**config.mk**
```make
export PLATFORM = sky130hd
export DESIGN_NAME = psalu_top
export DESIGN_NICKNAME = d
export VERILOG_FILES = /design/src/core/psalu_pkg.sv /design/src/core/psalu_top.sv
export VERILOG_INCLUDE_DIRS = /design/src /design/src/core
export SDC_FILE = /design/constraint.sdc
export NUM_CORES = 1
export LEC_CHECK = 0
export ABC_CLOCK_PERIOD_IN_PS = 1500
export BUFFER_PORTS_ARGS = -buffer_cell sky130_fd_sc_hd__buf_2
export CORE_MARGIN = 2
export CORE_UTILIZATION = 52
export DETAILED_ROUTE_END_ITERATION = 8
export PLACE_DENSITY = 0.78
export SLEW_MARGIN = 10
export SYNTH_ARGS = -nofsm -noshare
export SYNTH_HDL_FRONTEND = slang
export SYNTH_SLANG_ARGS = --single-unit
```
**constraint.sdc**
```tcl
create_clock -name clock -period 1.5 [get_ports clock]
set_input_delay 0.3 -clock clock [delete_from_list [all_inputs] [get_ports clock]]
set_output_delay 0.3 -clock clock [all_outputs]
set_load 0.03 [all_outputs]
```
**src/core/psalu_defines.svh**
```systemverilog
`ifndef PSALU_DEFINES_SVH
`define PSALU_DEFINES_SVH

// Register indices that must never appear in these operations
`define PSALU_REG_STACK_PTR 4'hD
`define PSALU_REG_PROG_CTR  4'hF

// Lane widths
`define PSALU_HALF_W      16
`define PSALU_BYTE_W      8

// Reset values
`define PSALU_FLAGS_RESET 4'h0
`define PSALU_INDEX_RESET 4'h0
`define PSALU_DATA_RESET  32'h0000_0000

// Bit positions of the packed flag output
`define PSALU_FLAG_N      3
`define PSALU_FLAG_Z      2
`define PSALU_FLAG_C      1
`define PSALU_FLAG_V      0

`endif

```
**src/core/psalu_pkg.sv**
```systemverilog
package psalu_pkg;

  // Operations executed by this slice
  typedef enum logic [3:0] {
    PSALU_OP_NONE,
    PSALU_OP_UHW_ADD,
    PSALU_OP_UBYTE_ADD,
    PSALU_OP_UHALVE_HW_ADD,
    PSALU_OP_UHALVE_BYTE_ADD,
    PSALU_OP_U_ADD_SUB_X,
    PSALU_OP_U_SUB_ADD_X,
    PSALU_OP_S_ADD_SUB_X,
    PSALU_OP_S_SUB_ADD_X,
    PSALU_OP_BIT_TEST,
    PSALU_OP_EQUIV_TEST
  } psalu_op_t;

  // Whole registered state of the datapath slice
  typedef struct packed {
    logic        wb_valid;
    logic [3:0]  wb_index;
    logic [31:0] wb_data;
    logic [3:0]  flags;
    logic        op_done;
    logic        illegal_reg;
  } psalu_state_t;

endpackage : psalu_pkg

```
**src/core/psalu_top.sv**
```systemverilog
`timescale 1ns/1ps
`include "psalu_defines.svh"
// Summary of operation
// RQ1: Signed add-sub-exchange puts first.hi plus second.lo in upper half.
// RQ2: Signed add-sub-exchange puts the halfword difference in lower half.
// RQ3: Signed sub-add-exchange: sum in lower half, difference in upper half.
// RQ4: Signed exchange variants pair halves exactly like the unsigned ones.
// RQ5: All four exchange operations leave the condition flags untouched.
// RQ6: Bit test ANDs the operands, updates flags, writes no register.
// RQ7: Equivalence test XORs the operands, updates flags, writes no register.
// RQ8: Both tests set N and Z from the 32-bit result, keep V.
// RQ9: Tests change carry only from the second operand shifter carry-out.
// RQ10: Halfword add does two independent 16-bit sums into matching halves.
// RQ11: Byte add does four independent 8-bit sums into matching bytes.
// RQ12: Lane adds and halving adds leave the condition flags untouched.
// RQ13: Unsigned add-sub-exchange: first.lo minus second.hi to lower half.
// RQ14: Unsigned add-sub-exchange: first.hi plus second.lo to upper half.
// RQ15: Unsigned sub-add-exchange: first.lo plus second.hi to lower half.
// RQ16: Unsigned sub-add-exchange: first.hi minus second.lo to upper half.
// RQ17: Halving halfword add halves each halfword sum by a right shift.
// RQ18: Halving byte add halves each byte sum by a right shift.
// RQ19: Lane carry-out becomes the top bit after halving, so nothing wraps.
// RQ20: The issuer never names stack pointer or program counter here.
// RQ21: With no destination given, the result goes back to the first source.
// RQ22: A failed condition suppresses both register write and flag update.

module psalu_top (
  input  wire logic              clock,          // Core clock, 250 MHz
  input  wire logic              reset_n,        // Async reset, active low
  input  wire logic              op_valid,       // Operation issued this cycle
  input  wire psalu_pkg::psalu_op_t op_code,     // Operation selector
  input  wire logic              cond_pass,      // Condition code true
  input  wire logic [31:0]       first_source,   // First source data
  input  wire logic [31:0]       second_source,  // Second source or shifted operand
  input  wire logic [3:0]        first_index,    // First source register
  input  wire logic [3:0]        second_index,   // Second source register
  input  wire logic              second_is_reg,  // Second operand is a reg
  input  wire logic [3:0]        dest_index,     // Destination register
  input  wire logic              dest_given,     // Destination field present
  input  wire logic              shift_carry_vld,// Shifter produced a carry
  input  wire logic              shift_carry,    // Shifter carry-out
  output logic                   wb_valid,       // Register write strobe
  output logic [3:0]             wb_index,       // Register to write
  output logic [31:0]            wb_data,        // Value to write
  output logic [3:0]             flags,          // N Z C V, held
  output logic                   op_done,        // Operation retired pulse
  output logic                   illegal_reg     // Forbidden register named
);

  psalu_pkg::psalu_state_t state;
  psalu_pkg::psalu_state_t next_state;

  logic reset_meta_n;
  logic reset_sync_n;

  // Reset release is synchronised; assertion stays asynchronous
  always_ff @(posedge clock or negedge reset_n)
  begin
    if (!reset_n)
    begin
      reset_meta_n <= 1'b0;
      reset_sync_n <= 1'b0;
    end
    else
    begin
      reset_meta_n <= 1'b1;
      reset_sync_n <= reset_meta_n;
    end
  end

  // One halfword lane, optionally halved; carry kept as the new top bit
  function automatic logic [15:0] psalu_hw_add(
    input logic [15:0] a,
    input logic [15:0] b,
    input logic        halve
  );
    logic [16:0] sum;
    sum = {1'b0, a} + {1'b0, b};
    psalu_hw_add = halve ? sum[16:1] : sum[15:0]; // RQ19
  endfunction : psalu_hw_add

  // One byte lane, same treatment as the halfword lane
  function automatic logic [7:0] psalu_byte_add(
    input logic [7:0] a,
    input logic [7:0] b,
    input logic       halve
  );
    logic [8:0] sum;
    sum = {1'b0, a} + {1'b0, b};
    psalu_byte_add = halve ? sum[8:1] : sum[7:0]; // RQ19
  endfunction : psalu_byte_add

  // True when an index is one of the two forbidden registers
  function automatic logic psalu_forbidden(input logic [3:0] idx);
    psalu_forbidden = (idx == `PSALU_REG_STACK_PTR) ||
                      (idx == `PSALU_REG_PROG_CTR);
  endfunction : psalu_forbidden

  logic [15:0] a_hi;
  logic [15:0] a_lo;
  logic [15:0] b_hi;
  logic [15:0] b_lo;

  assign a_hi = first_source[31:16];
  assign a_lo = first_source[15:0];
  assign b_hi = second_source[31:16];
  assign b_lo = second_source[15:0];

  // Decode, compute and choose the next state
  always_comb
  begin
    logic        is_test;
    logic        halve;
    logic [3:0]  target;
    logic        bad;
    logic [31:0] lanes;
    logic [31:0] logic_res;
    next_state = state;
    is_test = (op_code == psalu_pkg::PSALU_OP_BIT_TEST) ||
              (op_code == psalu_pkg::PSALU_OP_EQUIV_TEST);
    halve = (op_code == psalu_pkg::PSALU_OP_UHALVE_HW_ADD) ||
            (op_code == psalu_pkg::PSALU_OP_UHALVE_BYTE_ADD);
    target = dest_given ? dest_index : first_index; // RQ21
    // Forbidden registers make the operation do nothing
    bad = psalu_forbidden(first_index) ||
          (second_is_reg && psalu_forbidden(second_index)) ||
          (!is_test && psalu_forbidden(target)); // RQ20
    lanes = `PSALU_DATA_RESET;
    logic_res = `PSALU_DATA_RESET;
    next_state.wb_valid = 1'b0;
    next_state.op_done = op_valid;
    next_state.illegal_reg = op_valid && bad;
    case (op_code)
      psalu_pkg::PSALU_OP_UHW_ADD,
      psalu_pkg::PSALU_OP_UHALVE_HW_ADD:
      begin
        lanes = {psalu_hw_add(a_hi, b_hi, halve),
                 psalu_hw_add(a_lo, b_lo, halve)}; // RQ10 RQ17
      end
      psalu_pkg::PSALU_OP_UBYTE_ADD,
      psalu_pkg::PSALU_OP_UHALVE_BYTE_ADD:
      begin
        for (int i = 0; i < 4; i++)
        begin
          lanes[i*8 +: 8] = psalu_byte_add(first_source[i*8 +: 8],
                                           second_source[i*8 +: 8],
                                           halve); // RQ11 RQ18
        end
      end
      // Signed and unsigned wrap identically at 16 bits
      psalu_pkg::PSALU_OP_U_ADD_SUB_X,
      psalu_pkg::PSALU_OP_S_ADD_SUB_X:
      begin
        lanes[31:16] = a_hi + b_lo; // RQ1 RQ14 RQ4
        lanes[15:0]  = a_lo - b_hi; // RQ2 RQ13 RQ4
      end
      psalu_pkg::PSALU_OP_U_SUB_ADD_X,
      psalu_pkg::PSALU_OP_S_SUB_ADD_X:
      begin
        lanes[15:0]  = a_lo + b_hi; // RQ3 RQ15 RQ4
        lanes[31:16] = a_hi - b_lo; // RQ3 RQ16 RQ4
      end
      psalu_pkg::PSALU_OP_BIT_TEST:
      begin
        logic_res = first_source & second_source; // RQ6
      end
      psalu_pkg::PSALU_OP_EQUIV_TEST:
      begin
        logic_res = first_source ^ second_source; // RQ7
      end
      default:
      begin
        lanes = `PSALU_DATA_RESET;
      end
    endcase
    // Only a passed, legal operation has any architectural effect
    if (op_valid && cond_pass && !bad &&
        op_code != psalu_pkg::PSALU_OP_NONE) // RQ22
    begin
      if (is_test)
      begin
        // Flags only; V is never touched here
        next_state.flags[`PSALU_FLAG_N] = logic_res[31]; // RQ8
        next_state.flags[`PSALU_FLAG_Z] = (logic_res == 32'h0); // RQ8
        if (shift_carry_vld)
        begin
          next_state.flags[`PSALU_FLAG_C] = shift_carry; // RQ9
        end
      end
      else
      begin
        // Packed operations write back and keep flags as they are
        next_state.wb_valid = 1'b1; // RQ5 RQ12
        next_state.wb_index = target;
        next_state.wb_data = lanes;
      end
    end
  end

  // Single state register
  always_ff @(posedge clock or negedge reset_sync_n)
  begin
    if (!reset_sync_n)
    begin
      state.wb_valid <= 1'b0;
      state.wb_index <= `PSALU_INDEX_RESET;
      state.wb_data <= `PSALU_DATA_RESET;
      state.flags <= `PSALU_FLAGS_RESET;
      state.op_done <= 1'b0;
      state.illegal_reg <= 1'b0;
    end
    else
    begin
      state <= next_state;
    end
  end

  // Outputs straight from the state flops
  assign wb_valid = state.wb_valid;
  assign wb_index = state.wb_index;
  assign wb_data = state.wb_data;
  assign flags = state.flags;
  assign op_done = state.op_done;
  assign illegal_reg = state.illegal_reg;

  // Issue qualifier used by the checks below
  logic go;
  assign go = op_valid && cond_pass && !next_state.illegal_reg &&
              op_code != psalu_pkg::PSALU_OP_NONE;
endmodule : psalu_top

```
==> results.yml, run 1 <==
place:
  dp_hpwl_um: 23500
  place.gp.congestion: 1.01
  place_area_sq_um: 9970
  io_buffer_count: 128
clock_network:
  cts_buffer_depth: 2
  h-tree-depth: 2
  cts-root-buf: "clkbuf_16"
  clkSinkCount: 44
  numCtsBuffers: 5
synthesis:
  synth_xor_area_share_pct: 11.9
  synth_edf_count: 0
  async_flop_share_pct: 100
  yosys-top-cells-area: "dfrtp_1 17%, ha_1 13%, xnor2_1 6.6%"
  synth_fa_ha_area_share_pct: 14.9
  yosysTopAreaCell: "dfrtp_1"
  synth_top_area_share_pct: 16.9
  syn_inst: 853
  ys_seq_area_share_pct: 16.9
  synth.cell_area_sq_um: 6520
  synth-simple-area-share_pct: 21.3
  synth_top_family_by_area: "compound AO/OA/AOI/OAI gates"
  ys_ff_latch: 44
  synth_nets: 1015
  synth_cell_type_count: 78
  ys_warn_count: 0
  syn_area_per_cell_sq_um: 7.65
  synth.area.mux_share_pct: 1.73
  synth_flop_cell: "dfrtp_1"
  synth-compound-area-share_pct: 29.4
floorplanning:
  row_count: 40
  die_w_um: 116
  die_h_um: 116
  start_util_pct: 53.9
  io_pins: 131
grt:
  grtUsageTotal_pct: 66.7
  grt_max_degree: 43
  grt_pass1_wl_um: 67000
  gr-total-overflow: 17
  grt_pass1_vias: 11800
outcome:
  outcome: "stopped before the end"
  error_line: "[ERROR GRT-0116] Global routing finished with congestion. Check the congestion regions in the DRC Viewer."
  flow.stopped_at: "global routing (5_1_grt)"
## cells in the mapped netlist, types with 14 or more instances
cell type and instances:
xor2_1 36, nor4_1 16, o21ai_0 62, clkbuf_1 23, nand3_1 16, o21a_1 16, nand2_1 89, inv_1 18
dfrtp_1 44, a221oi_1 14, a21o_1 26, nor3_1 24, nor2_1 86, xnor2_1 49, a21oi_1 66, ha_1 68
## routing by layer
layer  track usage [%]  GRT overflow
met2              88.9             7
met3              42.9             0
met1              66.5             0
met4              68.4            10
met5              20.0             0
## through the flow
step | setup WS [ps] | std cells
after CTS | -1610 | 1491
after detailed placement | -2110 | 1453
after global placement | -2010 | 1453
after floorplan | -1810 | 853
## kinds of logic after synthesis
| family | Yosys count |
|---|---|
| DFF | 44 |
| and+or+nand+nor | 291 |
| other | 2 |
| buffers and inverters | 60 |
| adders and majority gates | 74 |
| AOI/OAI and AO/OA | 284 |
| muxes | 11 |
| xor gates and xnor gates | 87 |
## repair_timing
item                                    CTS
endpoints found under the setup margin   39
hold buffers                              1
setup buffers                            34
resized for setup                       189
pin swaps                                96
hold endpoints to repair                  2
gates cloned                              1
==> run 2: changes to the inputs <==
CORE_UTILIZATION = 37   (was 52)
PLACE_DENSITY = unset   (was 0.78)
PLACE_DENSITY_LB_ADDON = 0.15   (was unset)
==> results.yml, run 2 <==
place:
  dp_hpwl_um: 22900
  place.gp.congestion: 0.939
  io_buffer_count: 128
  place_area_sq_um: 9920
  dpl_worst_slack_ps: -2190
timing:
  finalWorstSetupSlack_ps: -1680
  slew_headroom_pct: 56.7
  rsz0062_at_grt: "true"
  period_share_pct: 212
  max_freq_mhz: 314
  setup_viol: 38
  worst_pin_slew_ps: 645
  fin_crit_ps: 3180
  maxSlewViolCount: 0
  finalClockSkew_ps: 7.16
  hold_viol_final: 0
final_layout:
  finalNetCount: 1474
  layout_commonest_cell: "buf_4"
  reg_top3: "wb_data x32, wb_index x4, flags x3"
  utilization_pct: 67.8
  drive_above_1_share_pct: 52.6
  finalInstanceArea_sq_um: 11700
  antenna_cells: 0
  layout_common_cells: "323 x buf_4, 120 x buf_2, 84 x nand2_1"
  syn_to_final_growth_pct: 79.2
  largest_reg_flops: 32
  regMostFlops: "wb_data"
grt:
  busiest_layer: "met2"
  met1_usage_pct: 40.2
  grt_util_met2_pct: 49.3
  antenna_found_initial: 0
  grtUsageTotal_pct: 29.7
  grt_pass1_vias: 8096
  use_met3_pct: 3.00
  grt_pass1_wl_um: 42600
  grt_max_degree: 43
  gr-total-overflow: 0
clock_network:
  clkSinkCount: 44
  cts-root-buf: "clkbuf_16"
  cts_buffer_depth: 2
  h-tree-depth: 2
  clk_latency_ps: 290
  cts_tree: "built"
  clk_pin_slew_ps: 70
  numCtsBuffers: 5
critical_path:
  end_kind: "flip-flop"
  worstPathRequired_ps: 1690
  worstPathArrival_ps: 3370
  worstRegToRegCells: 4
  timing.rr.start: "wb_data[11]"
  r2r-end: "wb_data[11]"
  worstPathMaxFanout: 6
  cp-start-kind: "primary input"
  r2r_slack_ps: 590
  crit_type: "in -> reg"
floorplanning:
  row_count: 48
  die_h_um: 137
  core_area_sq_um: 17200
  die_w_um: 137
  start_util_pct: 37.8
  die_area_sq_um: 18700
  io_pins: 131
synthesis:
  ys_ff_latch: 44
  synth_edf_count: 0
  yosys-top-cells-area: "dfrtp_1 17%, ha_1 13%, xnor2_1 6.6%"
  yosysTopAreaCell: "dfrtp_1"
  syn_area_per_cell_sq_um: 7.65
  synth.cell_area_sq_um: 6520
  synth_common_cells: "89 x nand2_1, 86 x nor2_1, 68 x ha_1"
  synth_flop_cell: "dfrtp_1"
  async_flop_share_pct: 100
  synth_nets: 1015
  synth_cell_type_count: 78
  ys_seq_area_share_pct: 16.9
  syn_inst: 853
  synth_top_area_share_pct: 16.9
  synth.most_common_cell: "nand2_1"
  ys_warn_count: 0
routing:
  drt.antenna.violating_nets: 0
  wire_per_inst_um: 18.8
  wirelength_um: 29000
  via_per_inst: 5.54
  vias: 8516
  drt-initial-drc-count: 603
  first_pass_iters: 6
  drc_errors: 0
pwr:
  intPower_mw: 5.05
  switchingPower_mw: 3.83
  pwr-share-comb_pct: 68.5
  vdd_drop_max_mv: 0.787
  power_frac_clock_pct: 14.4
  p_sw_share_pct: 43.1
  pwr-share-seq_pct: 17.1
  power.leakage_nw: 5.46
  power.density_nw_per_um2: 760
min_path:
  min_path_cells: 2
  hold_end: "op_done"
  min_from: "op_valid"
  min_path_type: "in -> reg"
outcome:
  outcome: "finished with violations"
  violations: "negative setup slack"
flow_run:
  maxCapViolCount: 0
[run 2: cell counts after synthesis]
Identical to the previous run, type by type.
[run 2: worst max-delay path by stage]
stage	endpoint	startpoint	depth (start not counted)	slack [ps]
after floorplan	wb_data[13]	op_code[2]	16	-1810
after global placement	wb_data[15]	second_source[17]	17	-2180
after detailed placement	wb_data[15]	second_source[17]	17	-2190
after CTS	wb_data[13]	second_source[17]	17	-1710
after global routing	wb_data[13]	second_source[17]	17	-1730
final	wb_data[29]	op_code[1]	15	-1680
[run 2: power groups by stage]
| stage | Clock, mW | Sequential [mW] | Combinational (mW) |
|---|---|---|---|
| 2_1_floorplan | 0 | 1.97 | 2.27 |
| 3_3_place_gp | 0 | 1.54 | 4.89 |
| 3_5_place_dp | 0 | 1.54 | 4.92 |
| 4_1_cts | 1.31 | 1.52 | 5.53 |
| 5_1_grt | 1.35 | 1.54 | 6.46 |
| 6_report | 1.28 | 1.52 | 6.08 |
[run 2: metrics by stage]
stage / std cells / hold WS [ps] / setup TNS, ps / total power, mW
detailed placement: 1493 / 88.8 / -59040 / 6.46
CTS: 1528 / 220 / -40410 / 8.36
finish: 1538 / 225 / -40520 / 8.88
floorplan: 853 / 4.41 / -41540 / 4.24
global placement: 1493 / 85.9 / -57990 / 6.43
global route: 1538 / 235 / -43830 / 9.35
[run 2: area by class of cell]
cell class                 count  area (sq um)
fill                        1396          5550
timing repair buffer         493          3640
inverter                      19          81.3
clock inverter                 3          46.3
sequential                    44          1100
clock buffer                   5           125
tap                          225           282
multi-input combinational    749          6410
[run 2: logic make-up after synthesis]
group           synth area share (%)
simple gates                    21.3
compound gates                  29.4
xor+xnor                        11.9
fa+ha+maj                       14.9
buf+inv                         3.82
flops                           16.9
mux                             1.73
other cells                    0.115
[run 2: repair_timing]
action                     in CTS  in global routing
pin swaps                      90                103
gates resized for setup       174                 97
buffers inserted               31                 14
setup endpoints to repair      39                 39
hold buffers                    1                  0
hold endpoints to repair        2                  0
[run 2: critical path: stages]
cell      delay [ps]
buf_6             90
or3b_4           410
a21oi_4          160
buf_12           160
buf_12           120
a21oi_4           30
xnor2_2          170
ha_4             230
o21a_1           200
o211a_1          210
a221o_1          400
a221oi_2         280
xor2_1           270
o221ai_1         140
o22a_1           170
[run 2: layer usage]
layer	vias to the layer above	wire (um)
met5	-	0
met4	0	1170
met3	69	1920
met2	335	13200
met1	4034	12700
li1	4078	-
Power figures use the tool's default switching activity.
==> run 3: changes to the inputs <==
CORE_UTILIZATION = 58   (was 37)
==> results.yml, run 3 <==
outcome:
  outcome: "stopped before the end"
  flow.stopped_at: "clock tree synthesis (4_1_cts)"
  error_line: "[ERROR DPL-0038] Utilization greater than 100%, impossible to legalize"
place:
  dp_hpwl_um: 24200
  place.gp.congestion: 1.03
  io_buffer_count: 128
  place_area_sq_um: 9750
floorplanning:
  die_h_um: 110
  row_count: 38
  start_util_pct: 59.9
  io_pins: 131
  die_w_um: 110
clock_network:
  clkSinkCount: 44
  post_cts_buffers: 29
  cts-root-buf: "clkbuf_8"
  h-tree-depth: 2
  cts_hold_buf: 1
  post_cts_resized: 182
  numCtsBuffers: 5
  cts_buffer_depth: 2
synthesis:
  syn_inst: 853
  async_flop_share_pct: 100
  syn_area_per_cell_sq_um: 7.65
  ys_seq_area_share_pct: 16.9
  synth_common_cells: "89 x nand2_1, 86 x nor2_1, 68 x ha_1"
  synth_cell_type_count: 78
  yosysTopAreaCell: "dfrtp_1"
  ys_ff_latch: 44
  synth_top_area_share_pct: 16.9
  synth_nets: 1015
  ys_warn_count: 0
  synth_flop_cell: "dfrtp_1"
  synth.most_common_cell: "nand2_1"
  synth.cell_area_sq_um: 6520
  yosys-top-cells-area: "dfrtp_1 17%, ha_1 13%, xnor2_1 6.6%"
  synth_edf_count: 0
## run 3: cell counts after synthesis
No cell type changed its count.
## run 3: kinds of logic after synthesis
group / after synthesis / synth area share, %
other: 2 / 0.115
AND/OR/NAND/NOR: 291 / 21.3
AO/OA/AOI/OAI: 284 / 29.4
multiplexers: 11 / 1.73
flip-flops: 44 / 16.9
XOR/XNOR: 87 / 11.9
buffers and inverters: 60 / 3.82
adder cells (fa/ha/maj): 74 / 14.9
## run 3: per-stage QoR
step	TNS, ps	cells	worst slack [ps]
after floorplan	-41540	853	-1810
after global placement	-54810	1402	-2010
after detailed placement	-59050	1402	-2140
